$ cat src/hw/tchcd_defines.vh
// Constants for the tape controller host command decoder
//
// Function
// Function word bits 11-15 zero, else ignored
// Bits 7-10 must equal equipment number
// Bits 2-6 have no effect
// Bits 0-1 plus direction select operation
// Direct mode uses accumulator channel only
// Host issues motion function, then word instructions
// Buffered mode moves data via storage channel
// Up to four daisy-chained drives, one selected
// Pack/unpack 16-bit words; return status
// Selector decode per direction as tabled
// Buffered start fetches last address at first-minus-one; code uses that word as last address plus one
// Equipment number is static four-bit setting
`ifndef TCHCD_DEFINES_VH
`define TCHCD_DEFINES_VH

// Function word fields
`define TCHCD_ZERO_HI      15
`define TCHCD_ZERO_LO      11
`define TCHCD_EQ_HI        10
`define TCHCD_EQ_LO        7
`define TCHCD_OP_HI        1
`define TCHCD_OP_LO        0

// Operation selector codes, output / input meaning
`define TCHCD_OP_DATA      2'h0
`define TCHCD_OP_CTRL      2'h1
`define TCHCD_OP_UNIT      2'h2
`define TCHCD_OP_BUF       2'h3

// Control function word fields
`define TCHCD_CF_CLR_CTL   0
`define TCHCD_CF_CLR_INT   1
`define TCHCD_CF_MOT_HI    10
`define TCHCD_CF_MOT_LO    7

// Motion codes
`define TCHCD_MOT_NONE     4'h0
`define TCHCD_MOT_WRITE    4'h1
`define TCHCD_MOT_READ     4'h2
`define TCHCD_MOT_BACK     4'h3
`define TCHCD_MOT_WFM      4'h5
`define TCHCD_MOT_SFMF     4'h6
`define TCHCD_MOT_SFMB     4'h7
`define TCHCD_MOT_RWLD     4'h8
`define TCHCD_MOT_RWUL     4'hC

// Unit select field in the data word
`define TCHCD_UNIT_HI      1
`define TCHCD_UNIT_LO      0

// First status word bit positions
`define TCHCD_ST1_EOP      0
`define TCHCD_ST1_ARMED    1
`define TCHCD_ST1_XFER     2
`define TCHCD_ST1_WR_FULL  3
`define TCHCD_ST1_RD_AVAIL 4
`define TCHCD_ST1_BUF_MODE 5

// Reset values
`define TCHCD_RST_WORD     16'h0000
`define TCHCD_RST_UNIT     2'h0

`endif

$ cat src/hw/tchcd_pack.v
// Character packer and unpacker between host words and tape characters
`timescale 1ns/1ps
module tchcd_pack #(
   parameter CHAR_W = 8                          // Tape character width
) (
   input  wire                clk,
   input  wire                rst_n,
   input  wire [2*CHAR_W-1:0] wr_word,           // Host word to unpack
   input  wire                wr_valid,
   output wire                wr_ready,
   output reg  [CHAR_W-1:0]   char_out,          // Character toward tape
   output reg                 char_out_valid,
   input  wire                char_out_ready,
   input  wire [CHAR_W-1:0]   char_in,           // Character from tape
   input  wire                char_in_valid,
   output wire                char_in_ready,
   output reg  [2*CHAR_W-1:0] rd_word,           // Packed host word
   output reg                 rd_valid,
   input  wire                rd_ready
);
   reg [CHAR_W-1:0] low_hold;                    // Second character of word
   reg              low_pend;                    // Second character owed
   reg [CHAR_W-1:0] high_hold;                   // First character received
   reg              high_have;                   // First half collected

   // Take a new word only when both halves are gone
   assign wr_ready      = ~char_out_valid & ~low_pend;
   // Stall the tape while a packed word waits for the host
   assign char_in_ready = ~rd_valid;

   // Unpack: high character first, then low character
   always @(posedge clk or negedge rst_n) begin
      if (!rst_n) begin
         char_out       <= {CHAR_W{1'b0}};
         char_out_valid <= 1'b0;
         low_hold       <= {CHAR_W{1'b0}};
         low_pend       <= 1'b0;
      end else if (char_out_valid && char_out_ready) begin
         // Current character taken; send the owed one if any
         char_out_valid <= low_pend;
         char_out       <= low_hold;
         low_pend       <= 1'b0;
      end else if (wr_valid && wr_ready) begin
         char_out       <= wr_word[2*CHAR_W-1:CHAR_W];
         char_out_valid <= 1'b1;
         low_hold       <= wr_word[CHAR_W-1:0];
         low_pend       <= 1'b1;
      end
   end

   // Pack: first character lands in the high half
   always @(posedge clk or negedge rst_n) begin
      if (!rst_n) begin
         high_hold <= {CHAR_W{1'b0}};
         high_have <= 1'b0;
         rd_word   <= {2*CHAR_W{1'b0}};
         rd_valid  <= 1'b0;
      end else begin
         if (rd_valid && rd_ready) begin
            rd_valid <= 1'b0;
         end
         if (char_in_valid && char_in_ready) begin
            if (high_have) begin
               rd_word   <= {high_hold, char_in};
               rd_valid  <= 1'b1;
               high_have <= 1'b0;
            end else begin
               high_hold <= char_in;
               high_have <= 1'b1;
            end
         end
      end
   end
endmodule // tchcd_pack

$ cat src/hw/tchcd_top.v
// Host command decoder and transfer front end of the tape controller
`timescale 1ns/1ps
`include "tchcd_defines.vh"
module tchcd_top #(
   parameter CHAR_W = 8                          // Tape character width
) (
   input  wire              CLK,
   input  wire              RST_N,
   input  wire [3:0]        EQUIP_NUM,           // Jumpered equipment number
   input  wire              HQ_STROBE,           // Host instruction pulse
   input  wire              HQ_OUTPUT,           // 1 output from A, 0 input to A
   input  wire [15:0]       HQ_FUNC,             // Function/address word
   input  wire [15:0]       HQ_DATA,             // Accumulator word on output
   output reg               HQ_REPLY,            // Instruction accepted
   output reg               HQ_REJECT,           // Instruction refused
   output reg  [15:0]       HQ_RDATA,            // Word returned on input
   output reg               SA_REQ,              // Storage channel request
   output reg               SA_WRITE,            // 1 store to memory
   output reg  [15:0]       SA_ADDR,
   output reg  [15:0]       SA_WDATA,
   input  wire              SA_ACK,              // Storage channel done
   input  wire [15:0]       SA_RDATA,
   output reg  [1:0]        TAPE_UNIT,           // Selected tape drive
   output reg  [3:0]        TAPE_MOTION,         // Motion code
   output reg               TAPE_MOTION_GO,      // Motion start pulse
   output wire [CHAR_W-1:0] TAPE_WR_CHAR,
   output wire              TAPE_WR_VALID,
   input  wire              TAPE_WR_READY,
   input  wire [CHAR_W-1:0] TAPE_RD_CHAR,
   input  wire              TAPE_RD_VALID,
   output wire              TAPE_RD_READY,
   input  wire              TAPE_EOP             // Drive finished operation
);
   // Buffered engine states
   localparam S_IDLE  = 2'h0;                    // No buffered job
   localparam S_FETCH = 2'h1;                    // Reading end address
   localparam S_ARMED = 2'h2;                    // Waiting for motion
   localparam S_XFER  = 2'h3;                    // Moving words

   reg  [3:0]  eq_meta;                          // Jumper sync stage one
   reg  [3:0]  eq_num;                           // Jumper sync stage two
   reg  [1:0]  state;                            // Buffered engine state
   reg  [15:0] cur_addr;                         // Current buffer address
   reg  [15:0] last_addr;                        // Last address plus one
   reg         eop;                              // Operation ended
   reg  [15:0] wr_word;                          // Word owed to the tape
   reg         wr_have;                          // Word waiting for packer
   wire [15:0] rd_word;                          // Packed word from tape
   wire        rd_valid;
   wire        wr_ready;
   wire        hit;                              // Instruction addressed to us
   wire [1:0]  op;
   wire [3:0]  mot;
   wire        buf_mode;
   wire        mot_legal;
   wire        dir_wr_ok;
   wire        dir_rd_ok;
   wire        xfer_rd;
   wire        rd_take;

   // Equipment number jumpers pass two flops
   always @(posedge CLK or negedge RST_N) begin
      if (!RST_N) begin
         eq_meta <= 4'h0;
         eq_num  <= 4'h0;
      end else begin
         eq_meta <= EQUIP_NUM;
         eq_num  <= eq_meta;
      end
   end

   // Selection: high bits zero and equipment field match; bits 2-6 unused
   assign hit = HQ_STROBE & (HQ_FUNC[`TCHCD_ZERO_HI:`TCHCD_ZERO_LO] == 5'h00)
              & (HQ_FUNC[`TCHCD_EQ_HI:`TCHCD_EQ_LO] == eq_num);
   assign op  = HQ_FUNC[`TCHCD_OP_HI:`TCHCD_OP_LO];
   assign mot = HQ_DATA[`TCHCD_CF_MOT_HI:`TCHCD_CF_MOT_LO];

   // Buffered mode once the start instruction arrived
   assign buf_mode = (state != S_IDLE);

   // Motion codes that the drive knows
   assign mot_legal = (mot == `TCHCD_MOT_NONE) | (mot == `TCHCD_MOT_WRITE) | (mot == `TCHCD_MOT_READ)
                    | (mot == `TCHCD_MOT_BACK) | (mot == `TCHCD_MOT_WFM) | (mot == `TCHCD_MOT_SFMF)
                    | (mot == `TCHCD_MOT_SFMB) | (mot == `TCHCD_MOT_RWLD) | (mot == `TCHCD_MOT_RWUL);

   // Direct word transfer allowed over the accumulator channel
   // A write also waits until the packer has sent both characters
   assign dir_wr_ok = ~buf_mode & (TAPE_MOTION == `TCHCD_MOT_WRITE) & ~wr_have & wr_ready;
   assign dir_rd_ok = ~buf_mode & (TAPE_MOTION == `TCHCD_MOT_READ) & rd_valid;

   // Buffered read: a packed word goes to memory when channel is free
   assign xfer_rd = (state == S_XFER) & (TAPE_MOTION == `TCHCD_MOT_READ)
                  & ~SA_REQ & rd_valid & (cur_addr != last_addr);

   // Packed word leaves on a direct read or a buffered store
   assign rd_take = (hit & ~HQ_OUTPUT & (op == `TCHCD_OP_DATA) & dir_rd_ok) | xfer_rd;

   // Host instruction decode and answer, one cycle after the strobe
   always @(posedge CLK or negedge RST_N) begin
      if (!RST_N) begin
         HQ_REPLY       <= 1'b0;
         HQ_REJECT      <= 1'b0;
         HQ_RDATA       <= `TCHCD_RST_WORD;
         TAPE_UNIT      <= `TCHCD_RST_UNIT;
         TAPE_MOTION    <= `TCHCD_MOT_NONE;
         TAPE_MOTION_GO <= 1'b0;
         eop            <= 1'b1;
      end else begin
         HQ_REPLY       <= 1'b0;
         HQ_REJECT      <= 1'b0;
         TAPE_MOTION_GO <= 1'b0;
         if (hit && HQ_OUTPUT) begin
            case (op)
               `TCHCD_OP_DATA: begin
                  HQ_REPLY  <= dir_wr_ok;
                  HQ_REJECT <= ~dir_wr_ok;
               end
               `TCHCD_OP_CTRL: begin
                  if (!mot_legal) begin
                     HQ_REJECT <= 1'b1;
                  end else begin
                     HQ_REPLY <= 1'b1;
                     if (HQ_DATA[`TCHCD_CF_CLR_CTL]) begin
                        // Clear keeps the unit selection
                        TAPE_MOTION <= `TCHCD_MOT_NONE;
                        eop         <= 1'b1;
                     end
                     if (mot != `TCHCD_MOT_NONE) begin
                        // New motion; host follows with data words
                        TAPE_MOTION    <= mot;
                        TAPE_MOTION_GO <= 1'b1;
                        eop            <= 1'b0;
                     end
                  end
               end
               `TCHCD_OP_UNIT: begin
                  TAPE_UNIT <= HQ_DATA[`TCHCD_UNIT_HI:`TCHCD_UNIT_LO];
                  HQ_REPLY  <= 1'b1;
               end
               default: begin
                  // Buffered start needs an idle engine
                  HQ_REPLY  <= ~buf_mode;
                  HQ_REJECT <= buf_mode;
               end
            endcase
         end else if (hit) begin
            HQ_REPLY <= 1'b1;
            case (op)
               `TCHCD_OP_DATA: begin
                  HQ_RDATA  <= rd_word;
                  HQ_REPLY  <= dir_rd_ok;
                  HQ_REJECT <= ~dir_rd_ok;
               end
               `TCHCD_OP_CTRL: begin
                  HQ_RDATA <= {10'h000, buf_mode, rd_valid, wr_have, (state == S_XFER),
                               (state == S_ARMED), eop};
               end
               `TCHCD_OP_UNIT: begin
                  HQ_RDATA <= {8'h00, TAPE_MOTION, 2'h0, TAPE_UNIT};
               end
               default: begin
                  HQ_RDATA <= cur_addr;
               end
            endcase
         end
         // Drive end or buffer end sets end of operation; set beats a new motion
         if (TAPE_EOP || ((state == S_XFER) && (cur_addr == last_addr) && !SA_REQ && !wr_have)) begin
            eop <= 1'b1;
         end
      end
   end

   // Buffered engine and storage channel
   always @(posedge CLK or negedge RST_N) begin
      if (!RST_N) begin
         state     <= S_IDLE;
         cur_addr  <= `TCHCD_RST_WORD;
         last_addr <= `TCHCD_RST_WORD;
         SA_REQ    <= 1'b0;
         SA_WRITE  <= 1'b0;
         SA_ADDR   <= `TCHCD_RST_WORD;
         SA_WDATA  <= `TCHCD_RST_WORD;
         wr_word   <= `TCHCD_RST_WORD;
         wr_have   <= 1'b0;
      end else begin
         // Packer took the waiting word
         if (wr_have && wr_ready) begin
            wr_have <= 1'b0;
         end
         // Direct output word from the accumulator
         if (hit && HQ_OUTPUT && (op == `TCHCD_OP_DATA) && dir_wr_ok) begin
            wr_word <= HQ_DATA;
            wr_have <= 1'b1;
         end
         // Clear controller abandons a buffered job
         if (hit && HQ_OUTPUT && (op == `TCHCD_OP_CTRL) && mot_legal && HQ_DATA[`TCHCD_CF_CLR_CTL]) begin
            state  <= S_IDLE;
            SA_REQ <= 1'b0;
         end else begin
            case (state)
               S_IDLE: begin
                  if (hit && HQ_OUTPUT && (op == `TCHCD_OP_BUF)) begin
                     // Fetch end address from the word before the buffer
                     cur_addr <= HQ_DATA;
                     SA_ADDR  <= HQ_DATA - 16'h0001;
                     SA_WRITE <= 1'b0;
                     SA_REQ   <= 1'b1;
                     state    <= S_FETCH;
                  end
               end
               S_FETCH: begin
                  if (SA_ACK) begin
                     last_addr <= SA_RDATA;
                     SA_REQ    <= 1'b0;
                     state     <= S_ARMED;
                  end
               end
               S_ARMED: begin
                  // Wait for read or write motion
                  if (hit && HQ_OUTPUT && (op == `TCHCD_OP_CTRL) && mot_legal
                      && ((mot == `TCHCD_MOT_READ) || (mot == `TCHCD_MOT_WRITE))) begin
                     state <= S_XFER;
                  end
               end
               S_XFER: begin
                  if (SA_REQ) begin
                     if (SA_ACK) begin
                        SA_REQ   <= 1'b0;
                        cur_addr <= cur_addr + 16'h0001;
                        if (!SA_WRITE) begin
                           wr_word <= SA_RDATA;
                           wr_have <= 1'b1;
                        end
                     end
                  end else if (cur_addr == last_addr) begin
                     if (!wr_have) begin
                        state <= S_IDLE;
                     end
                  end else if (xfer_rd) begin
                     SA_ADDR  <= cur_addr;
                     SA_WDATA <= rd_word;
                     SA_WRITE <= 1'b1;
                     SA_REQ   <= 1'b1;
                  end else if ((TAPE_MOTION == `TCHCD_MOT_WRITE) && !wr_have) begin
                     SA_ADDR  <= cur_addr;
                     SA_WRITE <= 1'b0;
                     SA_REQ   <= 1'b1;
                  end
               end
               default: begin
                  state <= S_IDLE;
               end
            endcase
         end
      end
   end

   // Word to character conversion toward and from the drive
   tchcd_pack #(
      .CHAR_W         (CHAR_W)
   ) u_pack (
      .clk            (CLK),
      .rst_n          (RST_N),
      .wr_word        (wr_word),
      .wr_valid       (wr_have),
      .wr_ready       (wr_ready),
      .char_out       (TAPE_WR_CHAR),
      .char_out_valid (TAPE_WR_VALID),
      .char_out_ready (TAPE_WR_READY),
      .char_in        (TAPE_RD_CHAR),
      .char_in_valid  (TAPE_RD_VALID),
      .char_in_ready  (TAPE_RD_READY),
      .rd_word        (rd_word),
      .rd_valid       (rd_valid),
      .rd_ready       (rd_take)
   );
endmodule // tchcd_top

$ cat config.mk
export PLATFORM = sky130hd
export DESIGN_NAME = tchcd_top
export DESIGN_NICKNAME = d
export VERILOG_FILES = /design/src/hw/tchcd_pack.v /design/src/hw/tchcd_top.v
export VERILOG_INCLUDE_DIRS = /design/src /design/src/hw
export SDC_FILE = /design/constraint.sdc
export NUM_CORES = 1
export LEC_CHECK = 0
export BUFFER_PORTS_ARGS = -buffer_cell sky130_fd_sc_hd__buf_2
export CORE_ASPECT_RATIO = 0.8
export CORE_MARGIN = 1.5
export CORE_UTILIZATION = 57
export CTS_BUF_LIST = sky130_fd_sc_hd__clkbuf_16
export CTS_CLUSTER_DIAMETER = 150
export DETAILED_ROUTE_END_ITERATION = 10
export PLACE_DENSITY_LB_ADDON = 0.1
export SETUP_SLACK_MARGIN = 0.2
export SYNTH_ARGS = -nofsm -noshare
export SYNTH_HDL_FRONTEND = slang
export SYNTH_SLANG_ARGS = --single-unit
$ cat constraint.sdc
create_clock -name CLK -period 3.2 [get_ports CLK]
set_clock_uncertainty 0.15 [all_clocks]
set_input_delay 0.64 -clock CLK [delete_from_list [all_inputs] [get_ports CLK]]
set_output_delay 0.64 -clock CLK [all_outputs]
set_load 0.05 [all_outputs]
==> results_tabular.tex <==
\begin{tabular}{lr}
\hline
Metric & Value \\
\hline
\multicolumn{2}{l}{\textbf{Run status}} \\
Outcome & finished clean \\
\multicolumn{2}{l}{\textbf{Run}} \\
Number of maximum-capacitance constraint violations & 0 \\
\multicolumn{2}{l}{\textbf{Pwr}} \\
Internal & 5.34 mW \\
Share of total power in the clock network & 0.230 \\
Leakage Power & 4.64 nW \\
Total power density per cell area & 935 mW/mm\^{}2 \\
Net switching power & 3.65 mW \\
Switching Fraction & 0.406 \\
Share of total power in combinational logic & 0.415 \\
VDD IR max & 0.675 mV \\
Part of the power in registers & 0.355 \\
\multicolumn{2}{l}{\textbf{Floorplanning}} \\
Starting density of the core & 0.591 \\
Horizontal extent of the die & 136 um \\
Row count & 38 \\
Area of the core & 0.0137 sq mm \\
Number of placed I/O pins & 137 \\
Die area & 0.0149 sq mm \\
Chip Height & 110 um \\
\multicolumn{2}{l}{\textbf{Timing}} \\
Endpoints failing hold & 0 \\
Slew Limit Fails & 0 \\
Setup TNS & 0 ps \\
Unrepaired setup endpoints after global routing & false \\
Worst-Margin Slew & 947 ps \\
Final clock period utilization by the worst path & 0.871 \\
Total of endpoints with negative setup slack in the final report & 0 \\
Slew HR & 0.369 \\
Hold slack final & 9.57 ps \\
Max Clock Freq & 359 MHz \\
Crit path time final & 2790 ps \\
\multicolumn{2}{l}{\textbf{Clock tree}} \\
Clk\_lat worst skew & 440 ps \\
TritonCTS clock tree & built \\
Postcts setup bufs & 0 \\
Buffers from clock root to sink, at most & 2 \\
H-tree depth & 4 \\
Number of sinks handled by clock tree synthesis & 163 \\
Root buffer cell & clkbuf\_16 \\
Cts bufs inserted & 17 \\
Clock input transition at the sequential cells of the worst setup and hold paths & 60 ps \\
\multicolumn{2}{l}{\textbf{Logic synthesis}} \\
Async SR Flop Fraction & 1.00 \\
Post-synthesis cell type with the largest combined area & dfrtp\_1 \\
Unique masters post-synth & 66 \\
Top\_reg\_cell synth & dfrtp\_1 \\
Average size of a mapped cell & 11.5 sq um \\
Synth Net Count & 776 \\
Number of synthesized flops with an enable pin & 0 \\
Number of warnings printed during yosys synthesis & 0 \\
Top post-synthesis cells by area & dfrtp\_1 (50\%), mux2\_2 (12\%), mux2\_4 (3.2\%) \\
Combined area of all synthesized cells & 0.00809 sq mm \\
Number of standard cells after synthesis & 702 \\
Flip-flop and latch count after synthesis & 163 \\
Synth top area share & 0.501 \\
Most frequent cells after synthesis & dfrtp\_1 (162), mux2\_2 (86), nand2\_1 (50) \\
Proportion of synthesized chip area in sequential cells & 0.504 \\
Most common cell in the netlist & dfrtp\_1 \\
\multicolumn{2}{l}{\textbf{Worst setup path}} \\
Critical path class & reg2reg \\
Launching point of the worst reg2reg path & cur\_addr[14]\$\_DFFE\_PN0P\_ \\
Required time of the critical path & 3370 ps \\
Type of element capturing the critical path & flop \\
Slowest cell on crit path & dfrtp\_1 \\
R2r setup slk & 410 ps \\
Register-to-Register Path Depth & 8 \\
Cells along the critical path & xor2\_1, nor4\_1, nand4\_1, buf\_4, nor4b\_1, and2\_1, buf\_4, mux2\_2 \\
CP max FO & 16 \\
Endpoint arrival time on the critical path & 2950 ps \\
End of the worst register-to-register path & SA\_WDATA[9]\$\_DFFE\_PN0P\_ \\
Most frequent cell on the critical path & buf\_4 \\
Crit-path max cell delay & 580 ps \\
Startpoint kind of the worst setup timing path & flop \\
\multicolumn{2}{l}{\textbf{Worst hold path}} \\
Classification of the worst-slack hold path & in2async \\
\multicolumn{2}{l}{\textbf{Route}} \\
First-pass iteration count of the detailed router & 5 \\
Via density per instance & 5.94 \\
Number of design rule violations left after detail routing & 0 \\
Routed wire length & 21400 um \\
Post-route antenna net violation count & 0 \\
Via count & 6131 \\
First-iteration detailed-routing DRC count & 492 \\
WL per Instance & 20.8 um \\
\multicolumn{2}{l}{\textbf{Global routing}} \\
Global-route wire length before repair & 33500 um \\
Total congestion overflow & 0 \\
GRT Util Overall & 0.304 \\
Number of global-route vias before repair & 5992 \\
Largest net degree at the start of global routing & 72 \\
Antenna violations before repair & 0 \\
\multicolumn{2}{l}{\textbf{Place}} \\
Final HPWL from detailed placement & 15800 um \\
Routability congestion estimate from global placement & 0.933 \\
Port bufs & 131 \\
\multicolumn{2}{l}{\textbf{Finish}} \\
Layout-stage area growth over the synthesis result & 18.8\% \\
Final core area utilization & 0.702 \\
Ratio of cells with drive above 1 in the final layout & 0.366 \\
Diodes inserted & 0 \\
Final-stage net count & 913 \\
\hline
\end{tabular}
## through the flow
stage	power (mW)	cell area, sq um	instances	setup slack (ps)
finish	8.99	9610	1032	412
global route	9.46	9610	1032	252
CTS	8.98	9610	1032	288
detailed placement	6.87	9010	1000	-94.6
global placement	6.73	9010	1000	-0.457
floorplan	5.81	8090	702	534
## what timing repair did
item | in CTS | in global routing
resized for setup | 0 | 1
hold buffers | 0 | 0
endpoints found under the setup margin | 0 | 8
## worst max-delay path: cells and delay by family, from the launching register on
kind,cells,cell delay (ps)
flip-flops,1,580
AND/OR/NAND/NOR,4,960
buffers and inverters,2,400
multiplexers,1,370
XOR/XNOR,1,210
## cells by family (layout without fill, tap and decap cells)
| logic type | Yosys count | in the layout | synth area share |
|---|---|---|---|
| AND/OR/NAND/NOR | 173 | 173 | 0.111 |
| flip-flops | 163 | 163 | 0.504 |
| multiplexers | 143 | 143 | 0.210 |
| AO/OA/AOI/OAI | 122 | 122 | 0.0943 |
| buffers and inverters | 64 | 214 | 0.0382 |
| XOR/XNOR | 31 | 31 | 0.0335 |
| adder cells (fa/ha/maj) | 6 | 6 | 0.00927 |
## per-layer routing
| metal | track usage | up-vias | wire, um |
|---|---|---|---|
| met1 | 0.440 | 3058 | 9800 |
| li1 | - | 2810 | - |
| met4 | 0.0707 | 0 | 237 |
| met2 | 0.458 | 242 | 9690 |
| met5 | 0 | - | 0 |
| met3 | 0.0811 | 21 | 1690 |
## power groups by stage
stage	Combinational (mW)	Clock (mW)	Sequential [mW]
6_report	3.73	2.07	3.19
5_1_grt	4.01	2.19	3.25
4_1_cts	3.70	2.10	3.18
3_5_place_dp	3.66	0	3.21
3_3_place_gp	3.55	0	3.18
2_1_floorplan	2.24	0	3.57
## layout by cell type, fill, tap and decap left out, types with 20 or more instances in the layout
cell,Yosys,layout
xor2_1,23,23
nand2_1,50,50
mux2_1,20,20
mux2_2,86,86
buf_4,2,31
nor2_1,39,39
o21ai_0,34,34
dfrtp_1,162,162
buf_2,11,130
a21oi_1,36,36
## flip-flops by register name, indices dropped and copies added (netlist names), 2 cells and up
signal            count
HQ_RDATA             16
SA_ADDR              16
SA_WDATA             16
cur_addr             16
last_addr            16
u_pack.rd_word       16
wr_word              16
u_pack.char_out       8
u_pack.high_hold      8
u_pack.low_hold       8
TAPE_MOTION           4
eq_meta               4
eq_num                4
TAPE_UNIT             2
state                 2
## final cells by class
type | count | area [sq um]
multi-input combinational | 475 | 3710
clock inverter | 15 | 169
clock buffer | 17 | 425
tap | 180 | 225
inverter | 18 | 67.6
timing repair buffer | 164 | 935
fill | 1026 | 4080
sequential | 163 | 4080
## worst max-delay path by stage
stage	startpoint	end	slack [ps]	depth (start not counted)
floorplan	HQ_FUNC[12]	wr_word[10]$_DFF_PN0_	530	8
global route	eq_num[2]$_DFF_PN0_	wr_word[11]$_DFF_PN0_	250	7
finish	cur_addr[14]$_DFFE_PN0P_	SA_WDATA[9]$_DFFE_PN0P_	410	8
detailed placement	HQ_FUNC[12]	SA_ADDR[3]$_DFFE_PN0P_	-90	8
global placement	HQ_FUNC[12]	SA_ADDR[6]$_DFFE_PN0P_	-0.5	8
CTS	eq_num[2]$_DFF_PN0_	SA_ADDR[6]$_DFFE_PN0P_	290	7
Note: power is estimated with default switching activity, not from simulation.
